### src/include/pm_consts.svh
// Offsets, field positions and reset values for the port pin-function mux.
// Assumes a 32-bit classic Wishbone slave with byte addresses in adr.
`ifndef PM_CONSTS_SVH
`define PM_CONSTS_SVH
// ----------------------------------------------------------------
// Register byte offsets
// ----------------------------------------------------------------
`define PM_ADR_OUT 8'h00
`define PM_ADR_DIR 8'h04
`define PM_ADR_PIN 8'h08
`define PM_ADR_PULL 8'h0C
`define PM_ADR_CLAIM 8'h10
`define PM_ADR_SLEEP 8'h14
`define PM_ADR_PCEN 8'h18
`define PM_ADR_ISTAT 8'h1C
`define PM_ADR_IMASK 8'h20
`define PM_ADR_STATE 8'h24
// ----------------------------------------------------------------
// Field positions
// ----------------------------------------------------------------
`define PM_BIT_TOP 5
`define PM_BIT_OSC_IN 3
`define PM_BIT_OSC_OUT 4
`define PM_BIT_SLP_EN 0
`define PM_BIT_SLP_PD 1
`define PM_BIT_IRQ_PC 0
`define PM_BIT_IRQ_WAKE 1
// ----------------------------------------------------------------
// Reset values and timing
// ----------------------------------------------------------------
`define PM_RST_PORT 6'h00
`define PM_RST_IRQ 2'h0
`define PM_RST_DATA 32'h0000_0000
`define PM_CLK_NS 100
`define PM_RST_MIN_NS 50
`define PM_RST_MIN_CYC ((`PM_RST_MIN_NS + `PM_CLK_NS - 1) / `PM_CLK_NS)
`endif

### src/include/pm_pkg.sv
// Types shared by the port pin-function mux.
// Assumes the consts header carries the offsets, field positions and reset values; the encodings and widths stand here.
package pm_pkg;
  typedef enum logic [5:0] {
    PM_CLK_XTAL = 6'h01,
    PM_CLK_LFXTAL = 6'h02,
    PM_CLK_CERAMIC = 6'h04,
    PM_CLK_EXT_RC = 6'h08,
    PM_CLK_EXT_CLK = 6'h10,
    PM_CLK_INT_RC = 6'h20
  } pm_clk_opt_e;
  typedef enum logic [2:0] {
    PM_RUN = 3'h1,
    PM_IDLE = 3'h2,
    PM_PDOWN = 3'h4
  } pm_sleep_e;
  typedef struct packed {
    logic cyc;
    logic stb;
    logic we;
    logic [7:0] adr;
    logic [3:0] sel;
    logic [31:0] dat;
  } pm_wbreq_s;
endpackage : pm_pkg

### src/rtl/pm_port_mux.sv
// Six-bit port with reset and oscillator pin sharing, pull-ups, pin-change
// detection and sleep control, behind a classic Wishbone slave.
// Assumes straps are static, mclk is the selected oscillator, wake_event
// comes from logic on mclk.
//
// The Wishbone slave port and the placing of the registers were left to the implementer.
`timescale 1ns/1ps
`include "pm_consts.svh"

module pm_port_mux #(
  parameter bit LARGE_VARIANT = 1'b1
) (
  input wire logic mclk,
  input wire logic rst,
  input wire pm_pkg::pm_wbreq_s wb_req,
  output logic [31:0] wb_dat_o,
  output logic wb_ack_o,
  input wire logic fuse_ext_reset_en,
  input wire pm_pkg::pm_clk_opt_e fuse_clk_opt,
  input wire logic [5:0] port_pin_i,
  output logic [5:0] port_pin_o,
  output logic [5:0] port_pin_oe_n,
  output logic [5:0] port_pullup_en,
  input wire logic wake_event,
  output logic chip_reset,
  output logic irq,
  output logic cpu_halt,
  output logic osc_stop,
  output logic periph_run
);

  // ----------------------------------------------------------------
  // Pin claims
  // ----------------------------------------------------------------
  function automatic logic [5:0] claim_mask(input pm_pkg::pm_clk_opt_e opt, input logic ext_rst);
    logic [5:0] m;
    m = 6'h00;
    m[`PM_BIT_TOP] = ext_rst;
    case (opt)
      pm_pkg::PM_CLK_XTAL, pm_pkg::PM_CLK_LFXTAL, pm_pkg::PM_CLK_CERAMIC: begin
        m[`PM_BIT_OSC_IN] = 1'b1;
        m[`PM_BIT_OSC_OUT] = 1'b1;
      end
      pm_pkg::PM_CLK_EXT_RC, pm_pkg::PM_CLK_EXT_CLK: begin
        m[`PM_BIT_OSC_IN] = 1'b1;
      end
      pm_pkg::PM_CLK_INT_RC: begin
        m[`PM_BIT_OSC_IN] = 1'b0;
      end
      default: begin
        m[`PM_BIT_OSC_IN] = 1'b1;
        m[`PM_BIT_OSC_OUT] = 1'b1;
      end
    endcase
    return m;
  endfunction : claim_mask

  wire logic [5:0] claim = claim_mask(fuse_clk_opt, fuse_ext_reset_en);
  wire logic [5:0] free = ~claim;

  // Reset pin acts without the clock, so any low pulse reaches the flops.
  wire logic ext_rst_act = fuse_ext_reset_en & ~port_pin_i[`PM_BIT_TOP];
  wire logic rst_int = rst | ext_rst_act;
  assign chip_reset = rst_int;

  // ----------------------------------------------------------------
  // State
  // ----------------------------------------------------------------
  logic [5:0] out_q, out_d;
  logic [5:0] dir_q, dir_d;
  logic [4:0] pull_q, pull_d;
  logic [5:0] pcen_q, pcen_d;
  logic [1:0] istat_q, istat_d;
  logic [1:0] imask_q, imask_d;
  logic [5:0] sync1_q, sync2_q, prev_q;
  logic [2:0] arm_q;
  pm_pkg::pm_sleep_e slp_q, slp_d;
  logic ack_q;
  logic [31:0] dat_q, dat_d;

  // ----------------------------------------------------------------
  // Bus decode
  // ----------------------------------------------------------------
  wire logic req = wb_req.cyc & wb_req.stb & ~ack_q;
  // Writes commit at the edge where the master sees ack, while its request still stands.
  wire logic commit = wb_req.cyc & wb_req.stb & ack_q;
  wire logic wr = commit & wb_req.we & wb_req.sel[0];
  wire logic rd = req & ~wb_req.we;
  wire logic hit_out = wb_req.adr == `PM_ADR_OUT;
  wire logic hit_dir = wb_req.adr == `PM_ADR_DIR;
  wire logic hit_pin = wb_req.adr == `PM_ADR_PIN;
  wire logic hit_pull = wb_req.adr == `PM_ADR_PULL;
  wire logic hit_claim = wb_req.adr == `PM_ADR_CLAIM;
  wire logic hit_slp = wb_req.adr == `PM_ADR_SLEEP;
  wire logic hit_pcen = wb_req.adr == `PM_ADR_PCEN;
  wire logic hit_istat = wb_req.adr == `PM_ADR_ISTAT;
  wire logic hit_imask = wb_req.adr == `PM_ADR_IMASK;
  wire logic hit_state = wb_req.adr == `PM_ADR_STATE;
  wire logic [5:0] wdat = wb_req.dat[5:0];

  // ----------------------------------------------------------------
  // Pin drivers
  // ----------------------------------------------------------------
  wire logic [4:0] low_drive = dir_q[4:0] & free[4:0];
  wire logic top_drive = LARGE_VARIANT & dir_q[`PM_BIT_TOP] & ~out_q[`PM_BIT_TOP]
                         & free[`PM_BIT_TOP];
  assign port_pin_o = {1'b0, out_q[4:0]};
  assign port_pin_oe_n = ~{top_drive, low_drive} | {6{rst_int}};
  assign port_pullup_en = {1'b0, pull_q & free[4:0] & ~{5{rst_int}}};

  // ----------------------------------------------------------------
  // Pin input and change detection
  // ----------------------------------------------------------------
  wire logic [5:0] pin_rd = sync2_q & free;
  // Change detection waits until the previous-sample flop holds a real pin value after reset.
  wire logic [5:0] chg = (sync2_q ^ prev_q) & pcen_q & free & {6{arm_q[2]}};
  wire logic pc_evt = |chg;
  wire logic wake_req = irq | wake_event;
  wire logic leave_sleep = (slp_q != pm_pkg::PM_RUN) & wake_req;

  always_ff @(posedge mclk or posedge rst_int) begin
    if (rst_int) begin
      sync1_q <= `PM_RST_PORT;
      sync2_q <= `PM_RST_PORT;
      prev_q <= `PM_RST_PORT;
      arm_q <= 3'h0;
    end else begin
      sync1_q <= port_pin_i;
      sync2_q <= sync1_q;
      prev_q <= sync2_q;
      arm_q <= {arm_q[1:0], 1'b1};
    end
  end

  // ----------------------------------------------------------------
  // Register next values
  // ----------------------------------------------------------------
  assign out_d = (wr & hit_out) ? wdat : out_q;
  assign dir_d = (wr & hit_dir) ? wdat : dir_q;
  assign pull_d = (wr & hit_pull) ? wdat[4:0] : pull_q;
  assign pcen_d = (wr & hit_pcen) ? wdat : pcen_q;
  assign imask_d = (wr & hit_imask) ? wdat[1:0] : imask_q;
  wire logic [1:0] istat_clr = (wr & hit_istat) ? wdat[1:0] : 2'h0;
  wire logic [1:0] istat_set = {leave_sleep, pc_evt};
  assign istat_d = (istat_q & ~istat_clr) | istat_set;
  assign irq = |(istat_q & imask_q);

  wire logic [31:0] rd_word =
    hit_out ? {26'h0, out_q} :
    hit_dir ? {26'h0, dir_q} :
    hit_pin ? {26'h0, pin_rd} :
    hit_pull ? {27'h0, pull_q} :
    hit_claim ? {26'h0, claim} :
    hit_slp ? {30'h0, slp_q == pm_pkg::PM_PDOWN, slp_q != pm_pkg::PM_RUN} :
    hit_pcen ? {26'h0, pcen_q} :
    hit_istat ? {30'h0, istat_q} :
    hit_imask ? {30'h0, imask_q} :
    hit_state ? {29'h0, slp_q} :
    `PM_RST_DATA;
  assign dat_d = rd ? rd_word : `PM_RST_DATA;

  // ----------------------------------------------------------------
  // Sleep control
  // ----------------------------------------------------------------
  wire logic slp_go = wr & hit_slp & wdat[`PM_BIT_SLP_EN];
  always_comb begin
    slp_d = slp_q;
    case (slp_q)
      pm_pkg::PM_RUN: begin
        if (slp_go & ~wake_req) begin
          slp_d = wdat[`PM_BIT_SLP_PD] ? pm_pkg::PM_PDOWN : pm_pkg::PM_IDLE;
        end
      end
      pm_pkg::PM_IDLE: begin
        if (wake_req) begin
          slp_d = pm_pkg::PM_RUN;
        end
      end
      pm_pkg::PM_PDOWN: begin
        if (wake_req) begin
          slp_d = pm_pkg::PM_RUN;
        end
      end
      default: begin
        slp_d = pm_pkg::PM_RUN;
      end
    endcase
  end

  assign cpu_halt = slp_q != pm_pkg::PM_RUN;
  assign osc_stop = slp_q == pm_pkg::PM_PDOWN;
  assign periph_run = slp_q != pm_pkg::PM_PDOWN;

  // ----------------------------------------------------------------
  // Registers
  // ----------------------------------------------------------------
  always_ff @(posedge mclk or posedge rst_int) begin
    if (rst_int) begin
      out_q <= `PM_RST_PORT;
      dir_q <= `PM_RST_PORT;
      pull_q <= 5'h00;
      pcen_q <= `PM_RST_PORT;
      istat_q <= `PM_RST_IRQ;
      imask_q <= `PM_RST_IRQ;
      slp_q <= pm_pkg::PM_RUN;
      ack_q <= 1'b0;
      dat_q <= `PM_RST_DATA;
    end else begin
      out_q <= out_d;
      dir_q <= dir_d;
      pull_q <= pull_d;
      pcen_q <= pcen_d;
      istat_q <= istat_d;
      imask_q <= imask_d;
      slp_q <= slp_d;
      ack_q <= req;
      dat_q <= dat_d;
    end
  end

  assign wb_ack_o = ack_q;
  assign wb_dat_o = dat_q;
endmodule : pm_port_mux

### config.mk
export PLATFORM = sky130hd
export DESIGN_NAME = pm_port_mux
export DESIGN_NICKNAME = d
export VERILOG_FILES = /design/src/include/pm_pkg.sv /design/src/rtl/pm_port_mux.sv
export VERILOG_INCLUDE_DIRS = /design/src /design/src/include
export SDC_FILE = /design/constraint.sdc
export NUM_CORES = 1
export LEC_CHECK = 0
export CORE_ASPECT_RATIO = 0.5
export CORE_MARGIN = 2
export CORE_UTILIZATION = 50
export DETAILED_ROUTE_END_ITERATION = 10
export DONT_BUFFER_PORTS = 1
export GPL_TIMING_DRIVEN = 1
export PLACE_DENSITY_LB_ADDON = 0.1
export SLEW_MARGIN = 5
export SYNTH_ARGS = -nofsm -noshare
export SYNTH_HDL_FRONTEND = slang
export SYNTH_SLANG_ARGS = --single-unit
### constraint.sdc
create_clock -name mclk -period 4.3 [get_ports mclk]
set_input_delay 0.645 -clock mclk [delete_from_list [all_inputs] [get_ports mclk]]
set_output_delay 0.645 -clock mclk [all_outputs]
set_load 0.01 [all_outputs]
==> impl_metrics.tcl <==
set metrics [dict create \
    post_drt_wl_per_cell_um 19.5 \
    firstDrtPassIters 7 \
    groute.usage.overall_pct 23.5 \
    clock.fmax_mhz 414 \
    post_cts_buffers 0 \
    rr_startpoint "wb_ack_o" \
    power.density_mw_per_mm2 433 \
    syn_inst 291 \
    grt_pass1_wl_mm 11.3 \
    place_inst 347 \
    antenna_found_initial 0 \
    diodes 0 \
    critical_path_required_ns 4.51 \
    worstPathMaxFanout 6 \
    io_pins 119 \
    regToRegEndpoint "dir_q[1]" \
    seq_area_frac_synth_pct 48.9 \
    endpoint_kind "flip-flop" \
    arrival_ns 2.62 \
    final_cells 363 \
    hp-class "in2async" \
    synth_mux_area_share_pct 9.78 \
    outcome "complete, but fails checks" \
    synth_compound_area_share_pct 10.5 \
    synth-edff-count 0 \
    cts_buffers 9 \
    clk_latency_ns 0.33 \
    gp_congestion 0.860 \
    die_w_um 113 \
    setup_tns_ns 0 \
    overflow 0 \
    layout-drive-gt1-share_pct 17.6 \
    min_period_ns 2.42 \
    fin_crit_sh_pct 56.2 \
    vias_per_cell 5.80 \
    setup_violations 0 \
    timing.clock.skew_ns 0.00490 \
    num-nets-final 348 \
    ys.flop_type "dfrtp_1" \
    drv_slew 0 \
    synth_area_per_cell_sq_um 10.2 \
    syn_area_sq_mm 0.00297 \
    cap_violations 0 \
    final_core_util_pct 57.4 \
    slew_headroom_pct 21.3 \
    dp.final_hpwl_mm 5.04 \
    clkTransAtPathRegs_ns 0.05 \
    wirelength_mm 7.10 \
    cts-htree-levels 3 \
    route.detailed.drc 10 \
    coreArea_sq_mm 0.00561 \
    violations "DRC" \
    nFillCells 479 \
    root_buffer "clkbuf_16" \
    area_delta_synth_final_pct 8.47 \
    crit_path_end "dir_q[1]" \
    ys_warn_count 0 \
    rows 19 \
    vias 2106 \
    drt-initial-drc-count 204 \
    ant_nets 0 \
    grt_max_degree 55 \
    port_buffers 0 \
    clockBufferDepth 2 \
    synthSimpleGateAreaFrac_pct 16.9 \
    start_kind "flip-flop" \
    synth_top_family_by_area "simple AND/OR/NAND/NOR gates" \
    synthDistinctLibCells 49 \
    worst-setup-path-type "reg2reg" \
    rsz0062_at_grt "false" \
    p_leak_nw 1.47 \
    r2r_setup_slack_ns 1.88 \
    grt_pass1_vias 2068 \
    worst_slew_pin_slew_ns 1.17 \
    synth_seq_cells 58 \
    max-vdd-ir-drop_mv 0.359 \
    ctsHoldBuffers 0 \
    cts_tree "built" \
    yosys.area_share.xor_xnor_pct 2.36 \
    crit_start "wb_ack_o" \
    die_h_um 58.5 \
    clkSinkCount 58 \
    synth_fa_ha_area_share_pct 0 \
    rr_worst_depth 4 \
    initial_utilization_pct 52.9 \
    final-hold-violation-count 0 \
    synthArstFlopShare_pct 100 \
    cts-resized-gates 0 \
    dieArea_sq_mm 0.00661 \
]
-- flip-flops by register name, summed over array words and instances, names as in the netlist --
name      flops
sync2_q       6
prev_q        6
arm_q         3
imask_q       2
pcen_q        6
out_q         6
wb_ack_o      1
wb_dat_o      6
slp_q         3
istat_q       2
sync1_q       6
pull_q        5
dir_q         6
-- layout by cell type (no fill, tap or decap), types with 2 or more instances in the layout --
cell / instances
dfrtp_1: 57
conb_1: 29
mux2_2: 24
nor2_1: 18
nand2_1: 17
a21oi_1: 12
inv_1: 11
o21ai_0: 11
nand3_1: 10
nor3_1: 10
clkbuf_16: 9
xor2_1: 7
nand2b_1: 6
nor2b_1: 5
o22ai_1: 5
and3_1: 4
or2_2: 3
nor4_1: 3
a22oi_1: 3
and2_1: 3
a211o_1: 2
or4_4: 2
mux2i_1: 2
or3_1: 2
a221oi_1: 2
a22o_1: 2
clkinv_2: 2
bufinv_16: 2
-- synth_stat cells (2+ instances only) --
master | n | share of area, %
nor4_1 | 3 | 0.63
nand2_1 | 17 | 2.1
a22o_1 | 2 | 0.59
and3_1 | 4 | 0.84
dfrtp_1 | 57 | 48
and2_1 | 3 | 0.63
nor2_1 | 18 | 2.3
inv_1 | 11 | 1.4
conb_1 | 2 | 0.25
mux2i_1 | 2 | 0.67
buf_4 | 33 | 8.3
a22oi_1 | 3 | 0.76
o22ai_1 | 5 | 1.1
or3_1 | 2 | 0.42
nand3_1 | 10 | 1.7
nor2b_1 | 5 | 1.1
o21ai_0 | 11 | 1.9
or4_4 | 2 | 0.76
a221oi_1 | 2 | 0.59
a21oi_1 | 13 | 2.2
xor2_1 | 7 | 2.1
a211o_1 | 2 | 0.59
nor3_1 | 10 | 1.7
nand2b_1 | 6 | 1.3
mux2_2 | 24 | 9.1
or2_2 | 3 | 0.63
clkbuf_1 | 12 | 1.5
-- through the flow --
stage	hold slack [ns]	setup slack, ns	area (sq um)	power (mW)
2_1_floorplan	0.331	0.546	3070	0.647
3_3_place_gp	0.333	1.64	2900	0.636
3_5_place_dp	0.335	1.69	2900	0.639
4_1_cts	0.271	1.89	3220	1.41
5_1_grt	0.290	1.77	3220	1.45
6_report	0.265	1.88	3220	1.39
-- critical path: stages (launching register included) --
cell and delay, ns:
dfrtp_1 0.45, nand3_1 0.14, or2_2 0.34, nor3_1 0.94, mux2_2 0.42
-- worst min path at each step --
| stage | endpoint | slack (ns) | depth (start not counted) |
|---|---|---|---|
| CTS | prev_q[5] | 0.27 | 1 |
| detailed placement | sync2_q[5] | 0.33 | 0 |
| global route | sync2_q[5] | 0.29 | 1 |
| global placement | arm_q[1] | 0.33 | 0 |
| floorplan | arm_q[1] | 0.33 | 0 |
| finish | sync2_q[5] | 0.26 | 1 |
-- per-layer routing --
layer	vias to the layer above	track usage (%)	part of all wire (%)
li1	946	-	-
met1	1030	32.2	45
met2	122	33.8	43
met3	8	10.7	11
met4	0	7.49	1.5
met5	-	0	0
-- power breakdown --
| part | internal [mW] | switching (mW) |
|---|---|---|
| combinational | 0.0186 | 0.0463 |
| sequential | 0.558 | 0.00724 |
| clock | 0.520 | 0.243 |
-- cell families (layout without fill, tap and decap cells) --
| group | count (synthesis) | in the layout |
|---|---|---|
| other | 2 | 29 |
| and+or+nand+nor | 93 | 93 |
| buffers and inverters | 56 | 28 |
| DFF | 58 | 58 |
| AOI/OAI and AO/OA | 48 | 48 |
| muxes | 26 | 26 |
| xor gates and xnor gates | 8 | 8 |
-- area by class of cell --
class                   count  area, sq um  share of cell area (%)
clock buffers              11          243                    7.54
clock inverters             5         77.6                    2.41
inverters                  11         41.3                    1.28
multi-input cells         204         1290                    40.2
flip-flops and latches     58         1450                    45.1
well taps                  73         91.3                    2.84
repair buffers              1         20.0                   0.622
Note: power is estimated with default switching activity, not from simulation.
